### config.mk
export PLATFORM = sky130hd
export DESIGN_NAME = frc_cell_clocking
export DESIGN_NICKNAME = d
export VERILOG_FILES = /design/src/core/frc_pkg.sv /design/src/core/frc_cell_clocking.sv
export SDC_FILE = /design/constraint.sdc
export NUM_CORES = 1
export LEC_CHECK = 0
export ABC_AREA = 1
export BUFFER_PORTS_ARGS = -buffer_cell sky130_fd_sc_hd__buf_2
export CORE_ASPECT_RATIO = 1.75
export CORE_MARGIN = 10
export CORE_UTILIZATION = 25
export CTS_CLUSTER_DIAMETER = 50
export DETAILED_ROUTE_END_ITERATION = 7
export PLACE_DENSITY = 0.4
export SYNTH_ARGS = -nofsm -noshare
export SYNTH_HDL_FRONTEND = slang
export SYNTH_SLANG_ARGS = --single-unit
### constraint.sdc
create_clock -name SYS_CLK -period 2.4 [get_ports SYS_CLK]
set_input_delay 0 -clock SYS_CLK [delete_from_list [all_inputs] [get_ports SYS_CLK]]
set_output_delay 0 -clock SYS_CLK [all_outputs]
set_load 0.05 [all_outputs]
### src/core/frc_pkg.sv
// constants shared by the register cell and clock network block
package frc_pkg;
    // ------------------------------------------------------------
    // register offsets
    // ------------------------------------------------------------
    localparam int          ADR_W        = 8;
    localparam logic [7:0]  ADR_CELL_CFG = 8'h00;
    localparam logic [7:0]  ADR_CELL_CTL = 8'h04;
    localparam logic [7:0]  ADR_LUT      = 8'h08;
    localparam logic [7:0]  ADR_CC_IN    = 8'h0c;
    localparam logic [7:0]  ADR_QUAD     = 8'h10;
    localparam logic [7:0]  ADR_STATUS   = 8'h14;
    // ------------------------------------------------------------
    // field layouts
    // ------------------------------------------------------------
    localparam int CFG_FW      = 4;
    localparam int CFG_POL     = 3;
    localparam int CFG_RA_INT  = 16;
    localparam int CFG_RB_INT  = 17;
    localparam int CTL_FW      = 3;
    localparam int CTL_S0      = 0;
    localparam int CTL_S1      = 1;
    localparam int CTL_D       = 2;
    localparam int CIN_INV_IN  = 4;
    localparam int CIN_INV_EN  = 5;
    localparam int ST_CC       = 4;
    localparam int ST_HOPEN    = 5;
    localparam int ST_PSEL     = 8;
    localparam int PSEL_W      = 4;
    localparam int SCAN_LEN    = 2 * PSEL_W;
    // ------------------------------------------------------------
    // reset values and timing
    // ------------------------------------------------------------
    localparam logic [31:0] RST_REG    = 32'h0000_0000;
    localparam logic [31:0] RST_LUT    = 32'h9696_6969;
    localparam logic [1:0]  HCLK_HOLD  = 2'h3;
    localparam logic [1:0]  SYNC_FILL  = 2'h2;
    // ------------------------------------------------------------
    // enumerations
    // ------------------------------------------------------------
    typedef enum logic [2:0] {
        SRC_HARD = 3'h0, SRC_RA = 3'h1, SRC_RB = 3'h3, SRC_INT = 3'h2, SRC_QUAD = 3'h6
    } frc_src_t;
    typedef enum logic [1:0] {
        SCAN_IDLE = 2'h0, SCAN_SHIFT = 2'h1, SCAN_LOAD = 2'h3
    } frc_scan_t;
endpackage

### src/core/frc_cell_clocking.sv
// register cells, clock networks, combinational cell and probe selection
//
// Register access over Wishbone and the address map were left to the implementer.
`timescale 1ns/10ps
module frc_cell_clocking
    import frc_pkg::*;
#(
    parameter int   NUM_CELLS     = 4,
    parameter logic TRST_RESERVED = 1'b0
)(
    // system
    input  wire logic                   SYS_CLK,
    input  wire logic                   RST_B,
    // wishbone slave
    input  wire logic                   WB_CYC_I,
    input  wire logic                   WB_STB_I,
    input  wire logic                   WB_WE_I,
    input  wire logic [frc_pkg::ADR_W-1:0] WB_ADR_I,
    input  wire logic [3:0]             WB_SEL_I,
    input  wire logic [31:0]            WB_DAT_I,
    output logic      [31:0]            WB_DAT_O,
    output logic                        WB_ACK_O,
    // clock pins
    input  wire logic                   HARDWIRED_CLOCK,
    input  wire logic                   ROUTED_CLOCK_A,
    input  wire logic                   ROUTED_CLOCK_B,
    input  wire logic                   QUADRANT_CLOCK_BOTTOM_LEFT,
    input  wire logic                   QUADRANT_CLOCK_BOTTOM_RIGHT,
    input  wire logic                   QUADRANT_CLOCK_TOP_LEFT,
    input  wire logic                   QUADRANT_CLOCK_TOP_RIGHT,
    input  wire logic                   TEST_RESET_PIN,
    // register cell pins
    input  wire logic [NUM_CELLS-1:0]   CELL_CLEAR,
    input  wire logic [NUM_CELLS-1:0]   CELL_PRESET,
    output logic      [NUM_CELLS-1:0]   CELL_Q,
    // boundary scan and probes
    input  wire logic                   SCAN_TCK,
    input  wire logic                   SCAN_TMS,
    input  wire logic                   SCAN_TDI,
    output logic                        SCAN_TDO,
    output logic                        PROBE_OUT_A,
    output logic                        PROBE_OUT_B
);
    // ------------------------------------------------------------
    // elaboration check
    // ------------------------------------------------------------
    if (NUM_CELLS < 1 || NUM_CELLS > 4) begin : g_bad
        $error("NUM_CELLS must be 1 to 4");
    end

    localparam int PW  = 11 + 2 * NUM_CELLS;
    localparam int CLR = 11;
    localparam int PRE = 11 + NUM_CELLS;

    // ------------------------------------------------------------
    // input synchronisers
    // ------------------------------------------------------------
    logic [PW-1:0] pin_raw;
    logic [PW-1:0] s1_r;
    logic [PW-1:0] s2_r;
    logic [PW-1:0] s3_r;

    assign pin_raw = {CELL_PRESET, CELL_CLEAR, TEST_RESET_PIN, SCAN_TDI, SCAN_TMS, SCAN_TCK,
                      QUADRANT_CLOCK_TOP_RIGHT, QUADRANT_CLOCK_TOP_LEFT,
                      QUADRANT_CLOCK_BOTTOM_RIGHT, QUADRANT_CLOCK_BOTTOM_LEFT,
                      ROUTED_CLOCK_B, ROUTED_CLOCK_A, HARDWIRED_CLOCK};

    // no reset: stages carry true pin levels right after reset, so no false hardwired or scan clock edges
    always_ff @(posedge SYS_CLK)
    begin
        s1_r <= pin_raw;
        s2_r <= s1_r;
        s3_r <= s2_r;
    end

    // ------------------------------------------------------------
    // software registers
    // ------------------------------------------------------------
    logic [31:0] cfg_r;
    logic [31:0] ctl_r;
    logic [31:0] lut_r;
    logic [31:0] cin_r;
    logic [31:0] quad_r;
    logic [31:0] status;
    logic        ack_r;
    logic        bus_go;

    function automatic logic [31:0] merge(input logic [31:0] old, input logic [31:0] din,
                                          input logic [3:0] sel);
        logic [31:0] res;
        res = old;
        for (int b = 0; b < 4; b++)
        begin
            if (sel[b])
            begin
                res[8*b +: 8] = din[8*b +: 8];
            end
        end
        return res;
    endfunction

    assign bus_go = WB_CYC_I && WB_STB_I && !ack_r;

    always_ff @(posedge SYS_CLK)
    begin
        if (!RST_B)
        begin
            cfg_r  <= RST_REG;
            ctl_r  <= RST_REG;
            lut_r  <= RST_LUT;
            cin_r  <= RST_REG;
            quad_r <= RST_REG;
        end
        else if (bus_go && WB_WE_I)
        begin
            case (WB_ADR_I)
                ADR_CELL_CFG: cfg_r  <= merge(cfg_r, WB_DAT_I, WB_SEL_I);
                ADR_CELL_CTL: ctl_r  <= merge(ctl_r, WB_DAT_I, WB_SEL_I);
                ADR_LUT:      lut_r  <= merge(lut_r, WB_DAT_I, WB_SEL_I);
                ADR_CC_IN:    cin_r  <= merge(cin_r, WB_DAT_I, WB_SEL_I);
                ADR_QUAD:     quad_r <= merge(quad_r, WB_DAT_I, WB_SEL_I);
                default:      ;
            endcase
        end
    end

    always_ff @(posedge SYS_CLK)
    begin
        if (!RST_B)
        begin
            ack_r    <= 1'b0;
            WB_DAT_O <= '0;
        end
        else
        begin
            ack_r <= bus_go;
            if (bus_go && !WB_WE_I)
            begin
                case (WB_ADR_I)
                    ADR_CELL_CFG: WB_DAT_O <= cfg_r;
                    ADR_CELL_CTL: WB_DAT_O <= ctl_r;
                    ADR_LUT:      WB_DAT_O <= lut_r;
                    ADR_CC_IN:    WB_DAT_O <= cin_r;
                    ADR_QUAD:     WB_DAT_O <= quad_r;
                    ADR_STATUS:   WB_DAT_O <= status;
                    default:      WB_DAT_O <= '0;
                endcase
            end
        end
    end

    assign WB_ACK_O = ack_r;

    // ------------------------------------------------------------
    // combinational cell
    // ------------------------------------------------------------
    logic       cc_q_r;
    logic [4:0] cc_idx;

    // inputs come from software only, never from the hardwired clock
    assign cc_idx = {cin_r[CIN_INV_IN] ^ cin_r[CIN_INV_EN], cin_r[3:0]};

    always_ff @(posedge SYS_CLK)
    begin
        if (!RST_B)
        begin
            cc_q_r <= 1'b0;
        end
        else
        begin
            cc_q_r <= lut_r[cc_idx];
        end
    end

    // ------------------------------------------------------------
    // clock networks
    // ------------------------------------------------------------
    logic       ra_lvl;
    logic       rb_lvl;
    logic       ra_prev_r;
    logic       rb_prev_r;
    logic       cc_prev_r;
    logic [3:0] q_lvl;
    logic [3:0] q_prev_r;
    logic [1:0] hclk_cnt_r;
    logic [1:0] fill_r;
    logic       bypass_r;
    logic       hclk_open;

    assign ra_lvl = cfg_r[CFG_RA_INT] ? cc_q_r : s2_r[1];
    assign rb_lvl = cfg_r[CFG_RB_INT] ? cc_q_r : s2_r[2];

    for (genvar k = 0; k < 4; k++) begin : g_quad
        // each quadrant picks which quadrant pin drives it
        assign q_lvl[k] = s2_r[3 + 32'(quad_r[2*k +: 2])];
    end

    always_ff @(posedge SYS_CLK)
    begin
        if (!RST_B)
        begin
            ra_prev_r <= 1'b0;
            rb_prev_r <= 1'b0;
            cc_prev_r <= 1'b0;
            q_prev_r  <= '0;
        end
        else
        begin
            ra_prev_r <= ra_lvl;
            rb_prev_r <= rb_lvl;
            cc_prev_r <= cc_q_r;
            q_prev_r  <= q_lvl;
        end
    end

    // hardwired clock startup gate, counted on falling edges
    always_ff @(posedge SYS_CLK)
    begin
        if (!RST_B)
        begin
            hclk_cnt_r <= '0;
            fill_r     <= '0;
            bypass_r   <= 1'b0;
        end
        else
        begin
            if (s3_r[0] && !s2_r[0] && hclk_cnt_r != HCLK_HOLD)
            begin
                hclk_cnt_r <= hclk_cnt_r + 2'h1;
            end
            if (fill_r != SYNC_FILL)
            begin
                fill_r   <= fill_r + 2'h1;
                bypass_r <= TRST_RESERVED && !s2_r[10];
            end
        end
    end

    assign hclk_open = (hclk_cnt_r == HCLK_HOLD) || bypass_r;

    function automatic logic edge_of(input logic [2:0] src, input logic pol,
                                     input logic [4:0] lv, input logic [4:0] pv);
        int n;
        case (src)
            SRC_HARD: n = 0;
            SRC_RA:   n = 1;
            SRC_RB:   n = 2;
            SRC_INT:  n = 3;
            SRC_QUAD: n = 4;
            default:  n = 0;
        endcase
        return pol ? (pv[n] && !lv[n]) : (lv[n] && !pv[n]);
    endfunction

    // ------------------------------------------------------------
    // register cells
    // ------------------------------------------------------------
    logic [NUM_CELLS-1:0] q_r;
    logic [NUM_CELLS-1:0] cell_edge;
    logic [NUM_CELLS-1:0] cell_ce;
    logic [NUM_CELLS-1:0] cell_d;
    logic [NUM_CELLS-1:0] clr_s;
    logic [NUM_CELLS-1:0] pre_s;

    assign clr_s = s2_r[CLR +: NUM_CELLS];
    assign pre_s = s2_r[PRE +: NUM_CELLS];

    for (genvar i = 0; i < NUM_CELLS; i++) begin : g_cell
        logic [4:0] lv;
        logic [4:0] pv;
        logic [2:0] src;
        assign lv  = {q_lvl[i], cc_q_r, rb_lvl, ra_lvl, s2_r[0]};
        assign pv  = {q_prev_r[i], cc_prev_r, rb_prev_r, ra_prev_r, s3_r[0]};
        assign src = cfg_r[CFG_FW*i +: 3];
        // hardwired edges only count once the gate is open
        assign cell_edge[i] = edge_of(src, cfg_r[CFG_FW*i + CFG_POL], lv, pv)
                              && (src != SRC_HARD || hclk_open);
        assign cell_ce[i]   = ctl_r[CTL_FW*i + CTL_S0] || ctl_r[CTL_FW*i + CTL_S1];
        assign cell_d[i]    = ctl_r[CTL_FW*i + CTL_D];

        always_ff @(posedge SYS_CLK)
        begin
            if (!RST_B)
            begin
                q_r[i] <= 1'b0;
            end
            else if (clr_s[i])
            begin
                q_r[i] <= 1'b0;
            end
            else if (pre_s[i])
            begin
                q_r[i] <= 1'b1;
            end
            else if (cell_edge[i] && cell_ce[i])
            begin
                q_r[i] <= cell_d[i];
            end
        end
    end

    assign CELL_Q = q_r;

    // ------------------------------------------------------------
    // probe selection over the scan port
    // ------------------------------------------------------------
    frc_scan_t             scan_r;
    logic [SCAN_LEN-1:0]   shift_r;
    logic [SCAN_LEN-1:0]   psel_r;
    logic [15:0]           nets;
    logic                  tck_rise;
    logic                  pa_r;
    logic                  pb_r;

    assign tck_rise = s2_r[7] && !s3_r[7];
    assign nets = 16'({q_lvl, rb_lvl, ra_lvl, s2_r[0] && hclk_open, cc_q_r, q_r});

    always_ff @(posedge SYS_CLK)
    begin
        if (!RST_B)
        begin
            scan_r  <= SCAN_IDLE;
            shift_r <= '0;
            psel_r  <= '0;
        end
        else
        begin
            case (scan_r)
                SCAN_IDLE:
                begin
                    if (tck_rise && s2_r[8])
                    begin
                        shift_r <= {shift_r[SCAN_LEN-2:0], s2_r[9]};
                        scan_r  <= SCAN_SHIFT;
                    end
                end
                SCAN_SHIFT:
                begin
                    if (tck_rise && s2_r[8])
                    begin
                        shift_r <= {shift_r[SCAN_LEN-2:0], s2_r[9]};
                    end
                    else if (tck_rise)
                    begin
                        scan_r <= SCAN_LOAD;
                    end
                end
                SCAN_LOAD:
                begin
                    psel_r <= shift_r;
                    scan_r <= SCAN_IDLE;
                end
                default: scan_r <= SCAN_IDLE;
            endcase
        end
    end

    always_ff @(posedge SYS_CLK)
    begin
        if (!RST_B)
        begin
            pa_r <= 1'b0;
            pb_r <= 1'b0;
        end
        else
        begin
            pa_r <= nets[psel_r[PSEL_W-1:0]];
            pb_r <= nets[psel_r[SCAN_LEN-1:PSEL_W]];
        end
    end

    assign PROBE_OUT_A = pa_r;
    assign PROBE_OUT_B = pb_r;
    assign SCAN_TDO    = shift_r[SCAN_LEN-1];
    assign status = 32'({psel_r, 2'h0, hclk_open, cc_q_r, 4'(q_r)});
endmodule // frc_cell_clocking

==> qor.csv, run 1 <==
metric,value,unit
fmax,0.470,GHz
ios,108,
setup_ws,0.274,ns
synth-main-ff-cell,dfxtp_1,
max_cap_viol_count,0,
grt_pass1_wl,64600,um
grt_max_degree,133,
cts_tree,yes,
cp.arrival,2.63,ns
num_rows,102,
status,"complete, no violations",
maxSlewHeadroom,60.0,%
initial_utilization,25.2,%
min_path_type,in2reg,
die_h,298,um
cp-start-kind,input pin,
num-fill-cells,4686,
drtIter0Drc,612,
async_flop_share,0,%
cts-root-buf,clkbuf_16,
seq_area_frac_synth,47.9,%
syn_area,11100,um2
fp.dieArea,53500,um2
clk_latency,0.57,ns
power_frac_comb,5.2,%
use_met2,29.8,%
power.density,747,nW/um2
p_leak,5.73,nW
n_antenna_cell,0,
crit_type,in2reg,
drt_pass1_iterations,5,
coreArea,44000,um2
max_slew.worst_pin.slew,0.600,ns
gp_congestion,0.825,
grt_util_met1,17.2,%
first_global_vias,10455,
antenna_found_initial,0,
reg2reg_from,quad_r[2],
critical_path_required,2.90,ns
slowest_delay,0.54,ns
grt-ovfl-total,0,
cts_buffers,30,
drive_gt1_share,14.2,%
ys_ff_latch,265,
viasPerCell,4.79,
syn2layout_area_growth,27.8,%
yosys_warnings,0,
synth_nets,1518,
fin_crit,2.13,ns
pwr-share-seq,42.7,%
finalCritPeriodShare,88.6,%
synth_edf_count,0,
ant_nets,0,
worstSetupEndpointType,register,
wl_per_cell,19.2,um
power_switching_share,23.4,%
critPathTopFamily,buffers and inverters,
wirelength,42400,um
ys_types,35,
cpMaxStageDelayCell,dlygate4sd3_1,
io_buffers,106,
rsz0062_at_grt,no,
hpwl,30800,um
critPathMaxFanout,16,
post_cts_buffers,0,
drc,0,
htree_levels,1,
ir_drop,0.000572,V
use_met3,1.93,%
synth_cells,1445,
maxSlewViolCount,0,
final_cell_mix,"dfxtp_1 (265), nand2_1 (231), o21ai_0 (176), nor2_1 (138), a21oi_1 (138)",
clkPwrFrac,52.1,%
crit_buf_inv,4,
place_ws,0.426,ns
nets,1683,
fin_tns_setup,0,ns
cp-startpoint,WB_STB_I,
grt_usage,15.7,%
cts_sinks,265,
syn_area_per_cell,7.67,um2
cts.path.max_buffers,3,
layout_commonest_cell,dfxtp_1,
holdCritStartpoint,WB_SEL_I[0],
netSwitchingPower,2.47,mW
finalHoldViolCount,0,
cts.clk_slew.worst_paths,0.07,ns
setup_viol,0,
worstPathCellList,dlygate4sd3_1 > buf_2 > nand2_1 > dlygate4sd3_1 > nor2_1 > inv_1 > nor2_4 > nand2_1 > nor2_4 > o21ai_0 > a21oi_1,
vias,10573,
top_usage_layer,met2,
clock_skew,0.0125,ns
die_x,179,um
p_int,8.11,mW
==> power by group through the flow <==
stage / Clock [mW] / Sequential (mW) / Combinational [mW]
after floorplan: 0 / 4.65 / 0.215
after global placement: 0 / 4.61 / 0.488
after detailed placement: 0 / 4.61 / 0.490
after CTS: 5.68 / 4.51 / 0.562
after global routing: 5.85 / 4.52 / 0.606
final: 5.51 / 4.51 / 0.553
==> cell usage after synthesis (2+ instances only) <==
cell type  instances  area share [%]
o22ai_1            5            0.28
nand3b_1           5            0.34
a221oi_1          20             1.6
nor2_2             9            0.51
a32o_1             3            0.27
or2_2              2            0.11
buf_2             18            0.81
inv_1            134             4.5
a31oi_1           10            0.56
nand3_1           89             4.0
nor3_1             2           0.090
dfxtp_1          265              48
clkbuf_1          46             1.6
o21ai_0          176             8.0
o221ai_1           3            0.24
nand2_2            2            0.11
ha_1               5            0.56
a211oi_1          64             4.3
o211ai_1          29             2.0
inv_2              4            0.14
nand4_1            4            0.23
a22oi_1           21             1.4
buf_4              4            0.27
nor2_1           140             4.7
nor2_4             8            0.81
nand2_1          231             7.8
a21oi_1          138             6.2
==> layer usage <==
metal / share of wire [%] / routed length [um]
met4: 2.8 / 1210
met1: 39 / 16500
met5: 0 / 0
met2: 55 / 23200
met3: 3.5 / 1470
==> worst paths after layout <==
path                                    end  cells past startpoint  slack, ns
worst max-delay path               cin_r[6]                     11       0.27
worst min-delay path               lut_r[6]                      3       0.02
worst max register to register  PROBE_OUT_A                      9       0.41
worst min register to register     s2_r[16]                      0       0.33
==> registers in the layout, indices dropped and copies added, names as in the netlist, 8 cells and up <==
| signal | cells |
|---|---|
| WB_DAT_O | 32 |
| cfg_r | 32 |
| cin_r | 32 |
| ctl_r | 32 |
| lut_r | 32 |
| psel_r | 8 |
| quad_r | 32 |
| s1_r | 18 |
| s2_r | 18 |
| shift_r | 8 |
==> tightest hold or removal path: cells and delay by family <==
kind                   cells  cell delay (ns)
AND/OR/NAND/NOR            1             0.28
buffers and inverters      1             0.13
AO/OA/AOI/OAI              1             0.12
==> cell families after synthesis <==
group / share of synthesized area [%]
flops: 47.9
fa+ha+maj: 0.565
simple gates: 19.0
xor+xnor: 0.0791
compound gates: 25.1
buf+inv: 7.39
==> cell type report <==
type,count,area [um2],area share (%)
Clock buffer,34,817,5.77
Timing Repair Buffer,202,1440,10.2
Tap cell,572,716,5.06
Sequential cell,265,5310,37.5
Multi-Input combinational cell,972,4970,35.1
Clock inverter,22,382,2.70
Inverter,139,523,3.70
==> stage by stage <==
stage / instance area, um2 / power [mW] / hold slack, ns / instances / utilization (%)
floorplan: 11100 / 4.86 / 0.0277 / 1445 / -
global placement: 12400 / 5.10 / 0.104 / 2095 / 28.2
detailed placement: 12400 / 5.10 / 0.105 / 2095 / 28.2
CTS: 14100 / 10.8 / 0.00468 / 2206 / 32.1
global route: 14200 / 11.0 / 0.0257 / 2206 / 32.1
finish: 14200 / 10.6 / 0.0234 / 2206 / 32.1
==> repair_timing <==
action / 4_1_cts / 5_1_grt
hold buffers: 55 / 0
hold endpoints to repair: 186 / 0
endpoints found under the setup margin: 0 / 12
resized for setup: 0 / 2
Note: power is estimated with default switching activity, not from simulation.
==> inputs of run 2 (changes only) <==
--- a/config.mk
+++ b/config.mk
@@ -12,7 +12,7 @@
 export CORE_UTILIZATION = 25
 export CTS_CLUSTER_DIAMETER = 50
 export DETAILED_ROUTE_END_ITERATION = 7
-export PLACE_DENSITY = 0.4
+export PLACE_DENSITY = 0.42
 export SYNTH_ARGS = -nofsm -noshare
 export SYNTH_HDL_FRONTEND = slang
 export SYNTH_SLANG_ARGS = --single-unit
==> qor.csv, run 2 (synthesized netlist as in run 1, its figures left out) <==
metric,value,unit,change
grt_usage,15.7,%,about the same
cts.path.max_buffers,3,,unchanged
ir_drop,0.000409,V,-28%
grt_max_degree,105,,-21%
worstSetupEndpointType,register,,
die_h,298,um,unchanged
max_slew.worst_pin.slew,0.632,ns,+0.0315 ns
cts_sinks,265,,unchanged
fmax,0.463,GHz,-1.6%
cts-root-buf,clkbuf_16,,
worstPathCellList,nor2_1 > inv_1 > nor2_4 > nand2_2 > nor2_2 > buf_4 > o21ai_0 > a21oi_1 > dlygate4sd3_1,,
setup_viol,0,,unchanged
finalCritPeriodShare,90.0,%,+1.5 points
cts_tree,yes,,
n_antenna_cell,0,,unchanged
grt-ovfl-total,0,,unchanged
io_buffers,106,,unchanged
cp-start-kind,register,,
r2r_setup_slack,0.24,ns,-0.17 ns
slowest_delay,0.55,ns,about the same
crit_type,reg2reg,,
fp.dieArea,53500,um2,unchanged
reg2reg_from,WB_ACK_O,,
place_ws,0.305,ns,-0.121 ns
vias,10576,,+0.028%
hpwl,30600,um,-0.49%
critPathMaxFanout,16,,unchanged
power.density,721,nW/um2,-3.6%
maxSlewViolCount,0,,unchanged
ios,108,,unchanged
viasPerCell,4.77,,-0.42%
maxSlewHeadroom,57.8,%,-2.1 points
whs,-0.0161,ns,-0.0395 ns
initial_utilization,25.2,%,unchanged
syn2layout_area_growth,27.6,%,about the same
fin_tns_setup,0,ns,unchanged
cts_buffers,30,,unchanged
drt_pass1_iterations,5,,unchanged
drive_gt1_share,14.1,%,-0.15 points
htree_levels,1,,unchanged
num_rows,102,,unchanged
drc,0,,unchanged
drtIter0Drc,512,,-16%
worstReg2RegEnd,cin_r[29],,
rr_worst_depth,9,,unchanged
violations,hold timing,,
wirelength,42400,um,about the same
cts.clk_slew.worst_paths,0.07,ns,about the same
antenna_found_initial,1,,+1
coreArea,44000,um2,unchanged
min_path_type,in2reg,,
critical_path_required,2.92,ns,+0.02 ns
cp-startpoint,WB_ACK_O,,
first_global_vias,10730,,+2.6%
num-fill-cells,4731,,+0.96%
crit_path_end,cin_r[29],,
post_cts_buffers,0,,unchanged
layout_commonest_cell,dfxtp_1,,
die_x,179,um,unchanged
status,"complete, but fails checks",,
gp_congestion,0.840,,+1.8%
p_leak,5.72,nW,about the same
clk_latency,0.58,ns,about the same
cp.arrival,2.68,ns,+0.05 ns
nets,1695,,+0.71%
clock_skew,0.0106,ns,-0.00185 ns
max_cap_viol_count,0,,unchanged
cpMaxStageDelayCell,dlygate4sd3_1,,
fin_crit,2.16,ns,+0.0351 ns
setup_ws,0.239,ns,-0.0351 ns
grt_pass1_wl,64900,um,+0.44%
rsz0062_at_grt,no,,
wl_per_cell,19.1,um,-0.38%
final_cell_mix,"dfxtp_1 (265), nand2_1 (230), o21ai_0 (176), nor2_1 (140), a21oi_1 (138)",,
ant_nets,0,,unchanged
finalHoldViolCount,2,,+2
run 2: cell count changes in the layout (fill, tap and decap cells not counted), sizes merged:
| cell | before | now |
|---|---|---|
| clkbuf | 34 | 35 |
| inv | 142 | 141 |
| buf | 147 | 150 |
| bufinv | 9 | 6 |
| clkinvlp | 2 | 3 |
| dlygate4sd3 | 55 | 64 |
run 2: repair_timing:
item                                   CTS  global route
endpoints found under the hold margin  183             0
setup endpoints to repair                0             2
hold buffers                            64             0
gates resized for setup                  0             1
run 2: worst min-delay path by stage:
stage,cells after the start,from,endpoint
after CTS,2,SCAN_TDI,s1_r[9]
after global placement,1,SCAN_TDI,s1_r[9]
after global routing,5,WB_SEL_I[3],ctl_r[29]
final,5,WB_SEL_I[3],quad_r[29]
after detailed placement,1,CELL_CLEAR[0],s1_r[11]
after floorplan,0,HARDWIRED_CLOCK,s1_r[0]
run 2: power breakdown:
group / internal (mW) / switching [mW]
logic: 0.193 / 0.362
registers: 4.47 / 0.0466
clock network: 3.10 / 2.02
total: 7.76 / 2.43
run 2: per-layer routing:
layer  routed length, um  GRT usage [%]
met3                1590           1.87
met4                1600           6.41
met1               16800           17.3
met2               22500           29.1
met5                   7              0
run 2: worst max-delay path: cells and delay by family, from the launching register on:
family                 cells  cell delay [ns]
DFF                        1             0.31
AOI/OAI and AO/OA          2             0.23
and+or+nand+nor            4             0.69
buffers and inverters      3             0.87
run 2: layout make-up:
cell class	instances	area, um2	area share [%]
sequential	265	5310	37.5
multi-input combinational	972	4960	35.1
timing repair buffer	214	1540	10.9
clock buffer	35	821	5.80
tap	572	716	5.06
inverter	139	523	3.70
clock inverter	19	272	1.92
run 2: through the flow:
stage	std cells	utilization (%)	instance area (um2)	total power, mW
after CTS	2216	32.1	14100	10.4
after global routing	2216	32.1	14100	10.5
after global placement	2098	28.2	12400	5.10
final	2216	32.1	14100	10.2
after floorplan	1445	-	11100	4.86
after detailed placement	2098	28.2	12400	5.10
